**config.mk**
```make
export PLATFORM = sky130hd
export DESIGN_NAME = acmi_top
export DESIGN_NICKNAME = d
export VERILOG_FILES = /design/src/core/acmi_pkg.sv /design/src/core/acmi_match_detect.sv /design/src/core/acmi_resolution_decode.sv /design/src/core/acmi_top.sv
export VERILOG_INCLUDE_DIRS = /design/src /design/src/core
export SDC_FILE = /design/constraint.sdc
export NUM_CORES = 1
export LEC_CHECK = 0
export BUFFER_PORTS_ARGS = -buffer_cell sky130_fd_sc_hd__buf_2
export CORE_MARGIN = 3
export CORE_UTILIZATION = 55
export DETAILED_ROUTE_END_ITERATION = 8
export PLACE_DENSITY = 0.92
export SYNTH_ARGS = -nofsm -noshare
export SYNTH_HDL_FRONTEND = slang
export SYNTH_SLANG_ARGS = --single-unit
```
**constraint.sdc**
```tcl
create_clock -name core_clk -period 3.8 [get_ports core_clk]
set_input_delay 0.38 -clock core_clk [delete_from_list [all_inputs] [get_ports core_clk]]
set_output_delay 0.38 -clock core_clk [all_outputs]
set_load 0.02 [all_outputs]
```
**src/core/acmi_params.svh**
```systemverilog
`ifndef ACMI_PARAMS_SVH
`define ACMI_PARAMS_SVH

`define ACMI_ADDR_W        6
`define ACMI_OFS_CONTROL   6'h0C
`define ACMI_OFS_CMP_A     6'h10
`define ACMI_OFS_CMP_B     6'h14
`define ACMI_OFS_VSEL      6'h20
`define ACMI_OFS_STATUS    6'h24
`define ACMI_OFS_MASK      6'h28
`define ACMI_OFS_ERRCTL    6'h2C

`define ACMI_CLR_LSB       24
`define ACMI_CLR_MSB       26
`define ACMI_IRS_BIT       16
`define ACMI_FLAG_MSB      2
`define ACMI_LOCK_BIT      0
`define ACMI_CMP_HI_LSB    16
`define ACMI_CMP_HI_MSB    31
`define ACMI_CMP_LO_MSB    15
`define ACMI_CLR_LANE      3
`define ACMI_IRS_LANE      2
`define ACMI_LOW_LANE      0
`define ACMI_CONTROL_USED  32'h07010007
`define ACMI_CMP_B_USED    32'h0000FFFF
`define ACMI_LOW3_USED     32'h00000007
`define ACMI_LOW1_USED     32'h00000001

`define ACMI_RST_WORD      32'h00000000
`define ACMI_RST_HALF      16'h0000
`define ACMI_RST_TRIPLE    3'h0

`define ACMI_RES_13        5'h0D
`define ACMI_RES_12        5'h0C
`define ACMI_RES_11        5'h0B
`define ACMI_RES_10        5'h0A
`define ACMI_RES_16        5'h10
`define ACMI_RES_14        5'h0E
`define ACMI_VEL_120K      20'h1D4C0
`define ACMI_VEL_240K      20'h3A980
`define ACMI_VEL_480K      20'h75300
`define ACMI_VEL_960K      20'hEA600
`define ACMI_VEL_15K       20'h03A98
`define ACMI_VEL_60K       20'h0EA60

`endif

```
**src/core/acmi_pkg.sv**
```systemverilog
`include "acmi_params.svh"

package acmi_pkg;

    typedef logic [2:0][15:0] acmi_cmp_t;

    typedef enum logic {
        ACMI_BUS_IDLE,
        ACMI_BUS_ACK
    } acmi_bus_state_t;

    typedef struct packed {
        logic                    read;
        logic                    write;
        logic [`ACMI_ADDR_W-1:0] address;
        logic [31:0]             writedata;
        logic [3:0]              byteenable;
    } acmi_avs_req_t;

    typedef struct packed {
        acmi_bus_state_t bus;
        logic [31:0]     rdata;
        logic [15:0]     angle_compare_value_0;
        logic [15:0]     angle_compare_value_1;
        logic [15:0]     angle_compare_value_2;
        logic            request_source_select;
        logic [2:0]      clr;
        logic [2:0]      flag;
        logic [2:0]      pulse;
        logic [2:0]      stat;
        logic [2:0]      mask;
        logic [2:0]      vsel;
        logic            lock;
    } acmi_state_t;

endpackage

```
**src/core/acmi_match_detect.sv**
```systemverilog
`include "acmi_params.svh"

module acmi_match_detect (
    input  wire logic              [15:0] phi_angle,
    input  wire logic                     phi_valid,
    input  wire acmi_pkg::acmi_cmp_t      cmp,
    output logic                   [2:0]  match
);
    import acmi_pkg::*;

    // One comparator per compare value; a match only counts on a fresh angle sample.
    genvar i;
    generate
        for (i = 0; i < 3; i++) begin : g_cmp
            assign match[i] = phi_valid && (phi_angle == cmp[i]);
        end
    endgenerate
endmodule

```
**src/core/acmi_resolution_decode.sv**
```systemverilog
`include "acmi_params.svh"

module acmi_resolution_decode (
    input  wire logic [2:0]  max_velocity_select,
    output logic      [4:0]  resolution_bits,
    output logic      [19:0] max_velocity_rpm
);
    import acmi_pkg::*;

    function automatic logic [24:0] acmi_decode(input logic [2:0] code);
        case (code)
            3'h0:    acmi_decode = {`ACMI_RES_13, `ACMI_VEL_120K};
            3'h1:    acmi_decode = {`ACMI_RES_12, `ACMI_VEL_240K};
            3'h2:    acmi_decode = {`ACMI_RES_11, `ACMI_VEL_480K};
            3'h3:    acmi_decode = {`ACMI_RES_10, `ACMI_VEL_960K};
            3'h4:    acmi_decode = {`ACMI_RES_16, `ACMI_VEL_15K};
            3'h5:    acmi_decode = {`ACMI_RES_14, `ACMI_VEL_60K};
            default: acmi_decode = {`ACMI_RES_12, `ACMI_VEL_240K};
        endcase
    endfunction

    // Velocity figures are those for a 40 MHz converter clock.
    assign {resolution_bits, max_velocity_rpm} = acmi_decode(max_velocity_select);
endmodule

```
**src/core/acmi_top.sv**
```systemverilog
// Operation
// - Velocity select code sets conversion resolution.
// - Code sets maximum angular velocity at 40 MHz.
// - Writing one to clear bit clears flag.
// - Clear bit returns to zero by itself.
// - Select bit picks raw or latched request.
// - Flag reads one once request generated.
// - Error lock freezes flags during an error.
// - Clear bits work even under error lock.
// - Three independent sixteen bit compare values.
// - Reserved bits always read zero.
// - Byte, half and word access with lanes.
// - All compare registers reset to zero.
//
// The Avalon-MM slave port is this design's own decision.
`include "acmi_params.svh"

module acmi_top (
    input  wire logic                    core_clk,
    input  wire logic                    srst,
    input  wire acmi_pkg::acmi_avs_req_t avs_req,
    output logic                  [31:0] avs_readdata,
    output logic                         avs_waitrequest,
    input  wire logic             [15:0] phi_angle,
    input  wire logic                    phi_valid,
    input  wire logic                    phi_error,
    output logic                  [2:0]  irq_match,
    output logic                         irq,
    output logic                  [4:0]  resolution_bits,
    output logic                  [19:0] max_velocity_rpm
);
    import acmi_pkg::*;

    acmi_state_t st;
    acmi_state_t next_st;
    logic [2:0]  match_evt;
    logic        blocked;
    logic        access;
    logic        wr_acc;
    logic        rd_acc;
    logic [2:0]  stat_clr;

    function automatic logic [31:0] acmi_merge(input logic [31:0] old_word,
                                               input logic [31:0] new_word,
                                               input logic [3:0]  lanes);
        logic [31:0] res;
        res = old_word;
        for (int b = 0; b < 4; b++) begin
            if (lanes[b]) begin
                res[b*8 +: 8] = new_word[b*8 +: 8];
            end
        end
        return res;
    endfunction

    function automatic logic [31:0] acmi_read_word(input acmi_state_t s,
                                                   input logic [`ACMI_ADDR_W-1:0] a);
        case (a)
            `ACMI_OFS_CONTROL: acmi_read_word = {5'h00, s.clr, 7'h00, s.request_source_select, 13'h0000, s.flag};
            `ACMI_OFS_CMP_A:   acmi_read_word = {s.angle_compare_value_1, s.angle_compare_value_0};
            `ACMI_OFS_CMP_B:   acmi_read_word = {16'h0000, s.angle_compare_value_2};
            `ACMI_OFS_VSEL:    acmi_read_word = {29'h00000000, s.vsel};
            `ACMI_OFS_STATUS:  acmi_read_word = {29'h00000000, s.stat};
            `ACMI_OFS_MASK:    acmi_read_word = {29'h00000000, s.mask};
            `ACMI_OFS_ERRCTL:  acmi_read_word = {31'h00000000, s.lock};
            default:           acmi_read_word = `ACMI_RST_WORD;
        endcase
    endfunction

    acmi_match_detect u_match (
        .phi_angle (phi_angle),
        .phi_valid (phi_valid),
        .cmp       ({st.angle_compare_value_2, st.angle_compare_value_1, st.angle_compare_value_0}),
        .match     (match_evt)
    );

    acmi_resolution_decode u_decode (
        .max_velocity_select (st.vsel),
        .resolution_bits     (resolution_bits),
        .max_velocity_rpm    (max_velocity_rpm)
    );

    // The bus answers every request after exactly one wait cycle.
    assign access          = avs_req.read || avs_req.write;
    assign wr_acc          = avs_req.write && (st.bus == ACMI_BUS_ACK);
    assign rd_acc          = avs_req.read && (st.bus == ACMI_BUS_ACK);
    assign avs_waitrequest = access && (st.bus != ACMI_BUS_ACK);
    assign avs_readdata    = st.rdata;
    assign blocked         = st.lock && phi_error;

    // Only status bits that the answered read actually returned are cleared.
    assign stat_clr = (rd_acc && (avs_req.address == `ACMI_OFS_STATUS)) ?
                      st.rdata[`ACMI_FLAG_MSB:0] : `ACMI_RST_TRIPLE;

    always_comb begin
        logic [31:0] merged;
        merged  = `ACMI_RST_WORD;
        next_st = st;
        case (st.bus)
            ACMI_BUS_IDLE: begin
                if (access) begin
                    next_st.bus   = ACMI_BUS_ACK;
                    next_st.rdata = acmi_read_word(st, avs_req.address);
                end
            end
            ACMI_BUS_ACK: begin
                next_st.bus = ACMI_BUS_IDLE;
            end
            default: begin
                next_st.bus = ACMI_BUS_IDLE;
            end
        endcase

        next_st.pulse = match_evt;
        next_st.clr   = `ACMI_RST_TRIPLE;
        // A new match wins over a clear landing in the same cycle, except under error lock, where the clear wins.
        next_st.flag  = (st.flag & ~st.clr) | (match_evt & ~{3{blocked}});
        next_st.stat  = (st.stat & ~stat_clr) | match_evt;

        if (wr_acc) begin
            case (avs_req.address)
                `ACMI_OFS_CONTROL: begin
                    if (avs_req.byteenable[`ACMI_CLR_LANE]) begin
                        next_st.clr = avs_req.writedata[`ACMI_CLR_MSB:`ACMI_CLR_LSB];
                    end
                    if (avs_req.byteenable[`ACMI_IRS_LANE]) begin
                        next_st.request_source_select = avs_req.writedata[`ACMI_IRS_BIT];
                    end
                end
                `ACMI_OFS_CMP_A: begin
                    merged = acmi_merge({st.angle_compare_value_1, st.angle_compare_value_0}, avs_req.writedata,
                                        avs_req.byteenable);
                    next_st.angle_compare_value_1 = merged[`ACMI_CMP_HI_MSB:`ACMI_CMP_HI_LSB];
                    next_st.angle_compare_value_0 = merged[`ACMI_CMP_LO_MSB:0];
                end
                `ACMI_OFS_CMP_B: begin
                    merged = acmi_merge({16'h0000, st.angle_compare_value_2}, avs_req.writedata,
                                        avs_req.byteenable);
                    next_st.angle_compare_value_2 = merged[`ACMI_CMP_LO_MSB:0];
                end
                `ACMI_OFS_VSEL: begin
                    if (avs_req.byteenable[`ACMI_LOW_LANE]) begin
                        next_st.vsel = avs_req.writedata[`ACMI_FLAG_MSB:0];
                    end
                end
                `ACMI_OFS_MASK: begin
                    if (avs_req.byteenable[`ACMI_LOW_LANE]) begin
                        next_st.mask = avs_req.writedata[`ACMI_FLAG_MSB:0];
                    end
                end
                `ACMI_OFS_ERRCTL: begin
                    if (avs_req.byteenable[`ACMI_LOW_LANE]) begin
                        next_st.lock = avs_req.writedata[`ACMI_LOCK_BIT];
                    end
                end
                default: begin
                    next_st.bus = ACMI_BUS_IDLE;
                end
            endcase
        end
    end

    always_ff @(posedge core_clk) begin
        if (srst) begin
            st <= '0;
        end else begin
            st <= next_st;
        end
    end

    assign irq_match = st.request_source_select ? st.flag : st.pulse;
    assign irq       = |(st.stat & st.mask);

    logic [31:0] used_bits;
    always_comb begin
        case (avs_req.address)
            `ACMI_OFS_CONTROL: used_bits = `ACMI_CONTROL_USED;
            `ACMI_OFS_CMP_A:   used_bits = ~`ACMI_RST_WORD;
            `ACMI_OFS_CMP_B:   used_bits = `ACMI_CMP_B_USED;
            `ACMI_OFS_ERRCTL:  used_bits = `ACMI_LOW1_USED;
            default:           used_bits = `ACMI_LOW3_USED;
        endcase
    end
endmodule

```
; ---- Yosys cells after proc, flatten, opt, wreduce, memory -nomap -nowiden
; Cells that the tools add are included.
[word_totals]
ff_bits = 101
input_bits = 64
out_inout_bits = 62
elab_cells = 75
[classes]
n_eq_ne = 14
muxes = 8
bitwise_logic = 13
reduce_logical = 24
[ops]
columns = operator, n
row1 = $pmux W32 S7, 1
row2 = $pmux W25 S5, 1
row3 = $eq A16 B16 Y1, 3
row4 = $mux W33, 1
row5 = $reduce_and A3 Y1, 10
row6 = $eq A6 B6 Y1 const B, 4
row7 = $and A3 B3 Y3, 4
row8 = $eq A6 B5 Y1 const B, 2
row9 = $not A3 Y3, 3
row10 = $logic_and A1 B1 Y1, 8
row11 = $eq A3 B2 Y1 const B, 2
row12 = $eq A3 B3 Y1 const B, 2
row13 = $eq A6 B4 Y1 const B, 1
row14 = $mux W3, 2
row15 = $or A3 B3 Y3, 2
row16 = $reduce_or A6 Y1, 1
row17 = $not A1 Y1, 4
row18 = $reduce_or A4 Y1, 1
row19 = $logic_not A3 Y1, 1
row20 = $reduce_or A3 Y1, 1
row21 = $mux W1, 2
row22 = $pmux W1 S2, 1
row23 = $reduce_and A2 Y1, 1
row24 = $logic_or A1 B1 Y1, 1

; ---- Logic depth before layout (Yosys ltp)
; Gate-level depths: netlist (run 1).
[depth]
depth_word = 6
mapped_depth = 8
ltp_nobuf = 4

; ---- Cells and area by module
; From an unflattened synthesis (run 1), not the netlist that was laid out.
[unflattened]
cells_unflattened = 539
area_unflattened_um2 = 5072.4
[modules_own_cells]
columns = module, n_inst, cells_each, area_per_inst_um2, seq_area_each_um2
row1 = acmi_top, 1, 439, 4305.4, 2021.9
row2 = acmi_match_detect, 1, 66, 544.3, 0.0
row3 = acmi_resolution_decode, 1, 34, 222.7, 0.0

; ---- Worst setup path after synthesis (run 1)
; OpenSTA, ideal clock, no wires.
[synth_path]
kind = flip-flop to output port
startpoint = reg st[3] (netlist name)
endpoint = out max_velocity_rpm[15]
arrival_time_ns = 1.877
required_ns = 3.420
slack_ns = 1.543
stages_incl_launch_ff = 6
n_path_buf = 1
cell_sequence = dfxtp_1 -> clkbuf_1 -> nor2b_1 -> nor2b_1 -> nor2_1 -> or2_2
[synth_via]
elab_chain_cells = 2
elab_cells_between_ends = 6
classes_between = eq/ne (4) / mux (1) / reduce/logical (1)
[synth_lines]
columns = item, line_no
row1 = "start, declared", acmi_top.sv:34  ; acmi_state_t st;
row2 = "start signal, assigned", acmi_top.sv:167  ; st <= next_st;
row3 = $eq A3 B3 Y1 (tied with other cells), acmi_resolution_decode.sv:11  ; case (code)
row4 = $pmux W25 S5 *, acmi_resolution_decode.sv:11
row5 = "end, declared", acmi_top.sv:30  ; output logic [19:0] max_velocity_rpm
; Mark *: on every way between the ends. The rest lies on a longest branch, timed or not.

; ---- Worst setup path after layout (run 1)
[layout_path]
startpoint = reg st[100] (netlist name)
endpoint = out avs_waitrequest
[layout_via]
elab_chain_cells = 2
[layout_lines]
columns = item, line_no
row1 = $not A1 Y1, -
row2 = $logic_and A1 B1 Y1, acmi_top.sv:87  ; assign avs_waitrequest = access && (st.bus != ACMI_BUS_ACK);
row3 = "end, declared", acmi_top.sv:23  ; output logic avs_waitrequest,
; Every way passes these cells.

==> results, run 1 <==
- The run finished with clean final reports.
- The overall routed net length is 14200 µm.
- For this block, the initial DRC count from the detailed router was 507.
- The diode insertion count for antenna repair is 0.
- Across every metal layer, demand over resource in global routing totals 0.269.
- The maximum operating frequency is 0.415 GHz.
- The wire length of the first global-routing pass is 21900 µm.
- After detailed routing, the number of vias per cell comes to 6.16.
- The critical path in this run is classified as flop to output pin.
- The initial antenna violation count is 0.
- Traced cell by cell, the critical path runs through o21bai_4 -> inv_1 -> buf_2.
- The first detailed-routing pass ran for 6 iterations.
- The clock tree skew after final layout is 0.00843 ns.
- The analysis attributes to cell leakage a power of 2.27 nW.
- The highest fanout seen on the critical path is 34.
- After detailed routing, the average wire length per cell comes to 19.0 µm.
- Data arrives at the worst endpoint at 2.03 ns.
- The net count of the finished layout is 697.
- The final hold violation count came to 0.
- The total overflow left after global routing is 0.
- The register-to-register path setup slack is 1.72 ns.
- The worst min-delay path category is primary input to flop.
- The path with the worst hold slack has its endpoint at st[48].
- The power per cell area is 343 nW/µm².
- Clock-pin slew was measured on the worst setup and hold paths at 0.11 ns.
- TritonCTS built the clock tree.
- The worst setup path is captured at an output pin.
- Row generation in the floorplan step produced 34 rows.
- In the final timing run, aggregate negative setup slack is 0 ns.
- The I/O pin total is 126.
- The number of remaining DRC errors is 0.
- Power comes to 1.93 mW.
- The chip width is 102 µm.
- The hold buffer count at CTS is 0.
- The number of failing setup endpoints in the final timing report is 0.
- The later pin in the worst-skew pair is clocked with a latency of 0.38 ns.
- The data required time of the critical path is 3.42 ns.
- Headroom to the max-slew limit came out at 0.362.
- The pin count of the biggest net entering global routing is 55.
- The number of warnings reported in the yosys synthesis log is 0.
- Clock tree synthesis inserted a total of 9 buffers.
- The number of enable-type register cells in the synthesized netlist is 0.
- The number of global-route vias before repair is 4323.
- The synthesized cell area is 5060 µm².
- In this run the critical register-to-register path is captured at avs_readdata[9].
- The total number of clock tree sinks is 101.
- The congestion estimate from routability-driven global placement came to 0.916.
- The post-synthesis cell count is 568.
- The worst path in the final design needs a cycle of 2.41 ns, including I/O delays and setup.
- The final-layout fill cell count is 695.
- The max-cap violation count is 0.
- The H-tree was split into 3 levels.
- For this run, the leading register cell type out of synthesis is sky130_fd_sc_hd__dfxtp_1.
- The number of cells upsized or downsized after cts is 0.
- The share of the clock period used by the worst path after layout is 0.635.
- The startpoint of the worst-slack reg-to-reg timing path is st[100].
- The element type at the critical path start is a flop.
- The number of nets with antenna violations after detailed routing is 0.
- After legalization and detailed placement, the total HPWL measured 10300 µm.
- The slowest cell on the critical path is sky130_fd_sc_hd__dfxtp_1.
- The core region area is 8850 µm².
- The number of buffers inserted by port buffering is 122.
- The area growth from synthesis to layout is 11.1%.
- The overall via count from detail_route is 4592.
- The floorplan die area is 10400 µm².
- The number of slew-limit violations in the final report is 0.
- For the worst flop-to-flop path, the logic depth is 4.
- In this run the most critical hold path is launched from avs_req[32].
- Counting flops with an async set or reset pin after synthesis yields a share of 0.
- The die span in y is 102 µm.
- The initial core utilization is 0.572.
- Along the worst hold path, the cell count comes to 3.
- The clock tree buffer depth is 2.
- At the pin with the least slew margin, the transition time is 0.957 ns.
- Across the VDD grid, the largest voltage drop is 0.271 mV.
- The layout cell share with drive strength beyond 1 is 0.248.
- The flop and latch count out of synthesis is 101.
- The sequential area share after synthesis is 0.399.
- The count of different cell masters after synthesis is 47.
- Setup repair after global routing left no endpoint under its margin.
- In this run the clock root is driven by a sky130_fd_sc_hd__clkbuf_8.
- The delay of the slowest cell on the worst path is 0.49 ns.
- The mean instance size in the synthesized netlist is 8.92 µm².
- The total setup buffers inserted after CTS is 0.
[cells in the mapped netlist, types with 7 or more instances]
master,n,area share
sky130_fd_sc_hd__nor4_1,11,0.014
sky130_fd_sc_hd__xor2_1,49,0.085
sky130_fd_sc_hd__buf_2,10,0.0099
sky130_fd_sc_hd__clkbuf_1,24,0.018
sky130_fd_sc_hd__mux2i_1,43,0.085
sky130_fd_sc_hd__nor2b_1,7,0.0086
sky130_fd_sc_hd__dfxtp_1,101,0.40
sky130_fd_sc_hd__a211oi_1,18,0.027
sky130_fd_sc_hd__inv_1,10,0.0074
sky130_fd_sc_hd__nand4_1,8,0.0099
sky130_fd_sc_hd__nand3_1,35,0.035
sky130_fd_sc_hd__nand2_1,51,0.038
sky130_fd_sc_hd__nor2_1,48,0.036
sky130_fd_sc_hd__nor3_1,8,0.0079
sky130_fd_sc_hd__a222oi_1,19,0.038
sky130_fd_sc_hd__a21oi_1,32,0.032
sky130_fd_sc_hd__buf_4,37,0.055
[power breakdown]
| part | internal [mW] | switching (mW) | total, mW |
|---|---|---|---|
| registers | 1.06 | 0.00233 | 1.06 |
| clock network | 0.313 | 0.394 | 0.707 |
| logic | 0.0499 | 0.113 | 0.163 |
| total | 1.42 | 0.509 | 1.93 |
[registers in the layout (all words and copies together), names as in the netlist]
signal and count:
avs_readdata 32, st 69
[critical path: cells and delay by family, from the launching register on]
kind                   cells  cell delay (ns)
AO/OA/AOI/OAI              1             0.43
buffers and inverters      2             0.72
flip-flops                 1             0.49
[metal layers]
metal,wire (µm),global-route usage,share of wire
met1,5320,0.333,0.37
met2,7150,0.455,0.50
met3,1340,0.0614,0.095
met4,383,0.103,0.027
met5,0,0,0
[cell families (layout without fill, tap and decap cells)]
family / Yosys count / in the layout / synth area share
mux: 47 / 47 / 0.0961
other cells: 1 / 3 / 0.000740
compound gates: 86 / 86 / 0.121
xor+xnor: 50 / 50 / 0.0865
simple gates: 199 / 199 / 0.202
buf+inv: 84 / 152 / 0.0951
flops: 101 / 101 / 0.399
[cell type report]
cell class / count / area (µm²) / area share
flip-flops and latches: 101 / 2020 / 0.359
multi-input cells: 385 / 2580 / 0.459
well taps: 108 / 135 / 0.0240
inverters: 10 / 37.5 / 0.00667
clock buffers: 9 / 124 / 0.0220
repair buffers: 126 / 641 / 0.114
clock inverters: 7 / 82.6 / 0.0147
[per-stage QoR]
stage / setup WS [ns] / std cells / util / hold slack, ns / instance area, µm²
finish: 1.39 / 746 / 0.636 / 0.251 / 5630
CTS: 1.39 / 746 / 0.636 / 0.247 / 5630
global route: 1.18 / 746 / 0.636 / 0.254 / 5630
detailed placement: 1.51 / 730 / 0.613 / 0.443 / 5420
floorplan: 1.54 / 570 / - / 0.432 / 5070
global placement: 1.58 / 730 / 0.613 / 0.437 / 5420
[worst max-delay path by stage]
stage	startpoint	end	cells after the start
after global routing	st[3]	max_velocity_rpm[15]	5
after detailed placement	avs_req[37]	st[51]	5
after CTS	st[3]	max_velocity_rpm[15]	5
after floorplan	st[3]	max_velocity_rpm[15]	5
final	st[100]	avs_waitrequest	3
after global placement	avs_req[37]	st[52]	5
[layout by cell type, fill, tap and decap left out, drive strengths merged, types with 8 or more instances in the layout]
cell	Yosys	final
nor3	9	9
nor2	48	48
dfxtp	101	101
clkbuf	24	9
a21oi	32	32
xor2	49	49
nand2	51	51
nand3	35	35
nor4	15	15
mux2i	43	43
a211oi	18	18
a222oi	19	19
nand4	8	8
buf	50	126
inv	10	12
Power figures use the tool's default switching activity.
==> inputs of run 2 (changes only) <==
- CORE_UTILIZATION: 55 -> 54
- PLACE_DENSITY: 0.92 -> 0.91
- clock period: 3.8 -> 2.45 ns (I/O delays scaled with it)
==> results, run 2 (synthesis results as in run 1) <==
- The overall via count from detail_route came to 4667 (+1.6%).
- The number of rows created at floorplan is 34 (unchanged).
- The average wire per standard cell is 18.8 µm (-1.4%).
- The highest fanout seen on the critical path is 30 (-12%).
- The number of buffers added by the clock tree synthesis step is 9 (unchanged).
- The worst slew slack as a fraction of its limit came to 0.473 (+0.110).
- The pin count of the biggest net entering global routing came to 55 (unchanged).
- The number of cells on the critical path came to 3 (unchanged).
- The data required time of the critical path is 2.20 ns (-1.22 ns).
- The clock tree buffer depth was 2 (unchanged).
- The clock period could shrink to 2.26 ns.
- The total number of clock tree sinks is 101 (unchanged).
- The slew at the pin closest to its max-slew limit came to 0.789 ns (-0.168 ns).
- The chip width came to 103 µm (+0.87%).
- The I/O pin total came to 126 (unchanged).
- The placement-stage cell area is 5500 µm² (+1.4%).
- Setup repair after global routing left no endpoint under its margin.
- The critical path ends at avs_waitrequest.
- The first-iteration detailed-routing DRC count is 402 (-21%).
- The number of buffer and inverter stages on the critical path was 2 (unchanged).
- The final estimated routing congestion in global placement is 0.967 (+5.6%).
- The TritonCTS clock tree is done.
- The cell sitting at the root of the clock tree is a sky130_fd_sc_hd__clkbuf_8.
- The peak supply drop is 0.275 mV (+1.6%).
- The number of cells on the worst reg-to-reg path is 5 (+1).
- The layout cell share with drive strength beyond 1 was 0.259 (+0.0116).
- The number of slew-limit violations in the final report is 0 (unchanged).
- The critical path class is flop to output pin.
- In the layout the commonest cells are sky130_fd_sc_hd__buf_2 (122), sky130_fd_sc_hd__dfxtp_1 (101), sky130_fd_sc_hd__nand2_1 (51).
- The post-DP HPWL is 10600 µm (+2.3%).
- STA classifies the critical path startpoint as a flop.
- The slowest stage of the critical path belongs to the cell sky130_fd_sc_hd__dfxtp_1.
- The power per cell area is 511 nW/µm² (+49%).
- The wire length of the first global-routing pass is 21900 µm (+0.12%).
- The overall routed net length is 14200 µm (about the same).
- The startpoint of the worst-slack reg-to-reg timing path is st[100].
- The number of global-route vias before repair was 4357 (+0.79%).
- The minimum setup slack in the final design was 0.190 ns (-1.20 ns).
- The number of buffers inserted by port buffering was 122 (unchanged).
- The number of cells upsized or downsized after cts is 0 (unchanged).
- In the finished design, the share of the clock period the worst path needs comes to 0.923.
- The total setup buffers inserted after CTS was 0 (unchanged).
- The data arrival at the endpoint of the critical path came to 2.02 ns (about the same).
- The worst setup path is captured at an output pin.
- The number of remaining DRC errors is 0 (unchanged).
- The core region area is 8930 µm² (+0.96%).
- The level count of the clock H-tree is 3 (unchanged).
- The clock-pin slew reported for the worst setup and hold paths after clock tree synthesis is 0.10 ns (about the same).
- The final design instance area without fill was 5690 µm² (+1.0%).
- The total power after layout is 2.90 mW (+50%).
- The leakage power figure is 2.32 nW (+1.9%).
- The startpoint of the worst setup timing path is st[100].
- The endpoint of the most critical register-to-register path is avs_readdata[1].
- The delay of the slowest cell on the worst path came to 0.49 ns (about the same).
- The clock tree skew after final layout is 0.00750 ns (-0.000930 ns).
- The number of nets with antenna violations after detailed routing is 0 (unchanged).
- The cell family contributing the most delay on the critical path is buffers and inverters.
- Compared with the post-synthesis result, the final layout area differs by 12.3%.
- The net count of the finished layout came to 707 (+1.4%).
- The max-cap violation count is 0 (unchanged).
- The run finished with clean final reports.
- The global route total overflow came to 0 (unchanged).
- The iteration count of the initial detailed-routing pass is 9 (+3).
- The final cell utilization of the core is 0.636 (about the same).
- The tightest min-delay check is of the primary input to flop type.
- The flip-flop count of the largest register after layout is 69 (unchanged).
- The initial antenna violation count came to 0 (unchanged).
- The register-to-register path setup slack is 0.53 ns (-1.19 ns).
- The die span in y is 103 µm (+0.87%).
- The initial core utilization is 0.567 (-0.00545).
- The detail-routed via count per cell was 6.17 (+0.16%).
- The final hold violation count is 0 (unchanged).
- The number of failing setup endpoints in the final timing report is 0 (unchanged).
- Walking the worst path, the cells encountered are o21bai_4 -> inv_1 -> buf_2.
- The pre-CTS setup slack is 0.383 ns (-1.13 ns).
- The floorplan die area came to 10600 µm² (+1.7%).
- The insertion delay to the later sink of the worst-skew pair came to 0.37 ns (about the same).
- For this run, the top clock speed supported by timing is 0.442 GHz.
- The overall fraction of global-route tracks in use is 0.265 (-0.00337).
- The hold buffer count at CTS is 0 (unchanged).
- The library cell used most frequently in the layout, excluding fill and tap cells, is sky130_fd_sc_hd__buf_2.
- The total negative slack was 0 ns (unchanged).
- The most flop-heavy register is st.
==> run 2: worst min-delay path by stage <==
stage / endpoint / cells after the start / startpoint / slack [ns]
3_3_place_gp: avs_readdata[28] / 2 / avs_readdata[28] / 0.44
5_1_grt: st[49] / 3 / avs_req[33] / 0.12
6_report: st[43] / 3 / avs_req[27] / 0.11
3_5_place_dp: avs_readdata[23] / 2 / avs_readdata[23] / 0.44
4_1_cts: st[43] / 3 / avs_req[27] / 0.10
2_1_floorplan: st[0] / 2 / avs_req[4] / 0.39
==> run 2: metrics by stage <==
step	instances	hold WS, ns
after CTS	756	0.100
after floorplan	570	0.389
after global routing	756	0.118
after detailed placement	740	0.444
after global placement	740	0.438
final	757	0.110
==> run 2: layout make-up <==
class / instances / area (µm²)
Antenna cell: 1 / 2.50
Timing Repair Buffer: 136 / 716
Inverter: 10 / 37.5
Clock buffer: 11 / 141
Tap cell: 108 / 135
Clock inverter: 5 / 43.8
Fill cell: 720 / 3250
Multi-Input combinational cell: 385 / 2590
Sequential cell: 101 / 2020
==> run 2: worst register-to-register path: cells and delay by family (launching register included) <==
kind,cells,cell delay [ns]
simple gates,2,0.48
flops,1,0.40
buf+inv,1,0.28
compound gates,2,0.66
==> run 2: per-layer routing <==
metal | wire, µm | share of wire | global-route usage | vias up
met5 | 0 | 0 | 0 | -
met4 | 510 | 0.036 | 0.127 | 0
met3 | 1160 | 0.081 | 0.0399 | 56
met2 | 6910 | 0.49 | 0.427 | 274
met1 | 5630 | 0.40 | 0.350 | 2208
li1 | - | - | - | 2129
==> run 2: where the power goes <==
part	internal (mW)	switching (mW)	leakage, nW	total, mW
Clock	0.410	0.590	0.0881	1.00
Combinational	0.0814	0.175	1.41	0.257
Sequential	1.64	0.00364	0.813	1.65
Total	2.13	0.769	2.32	2.90
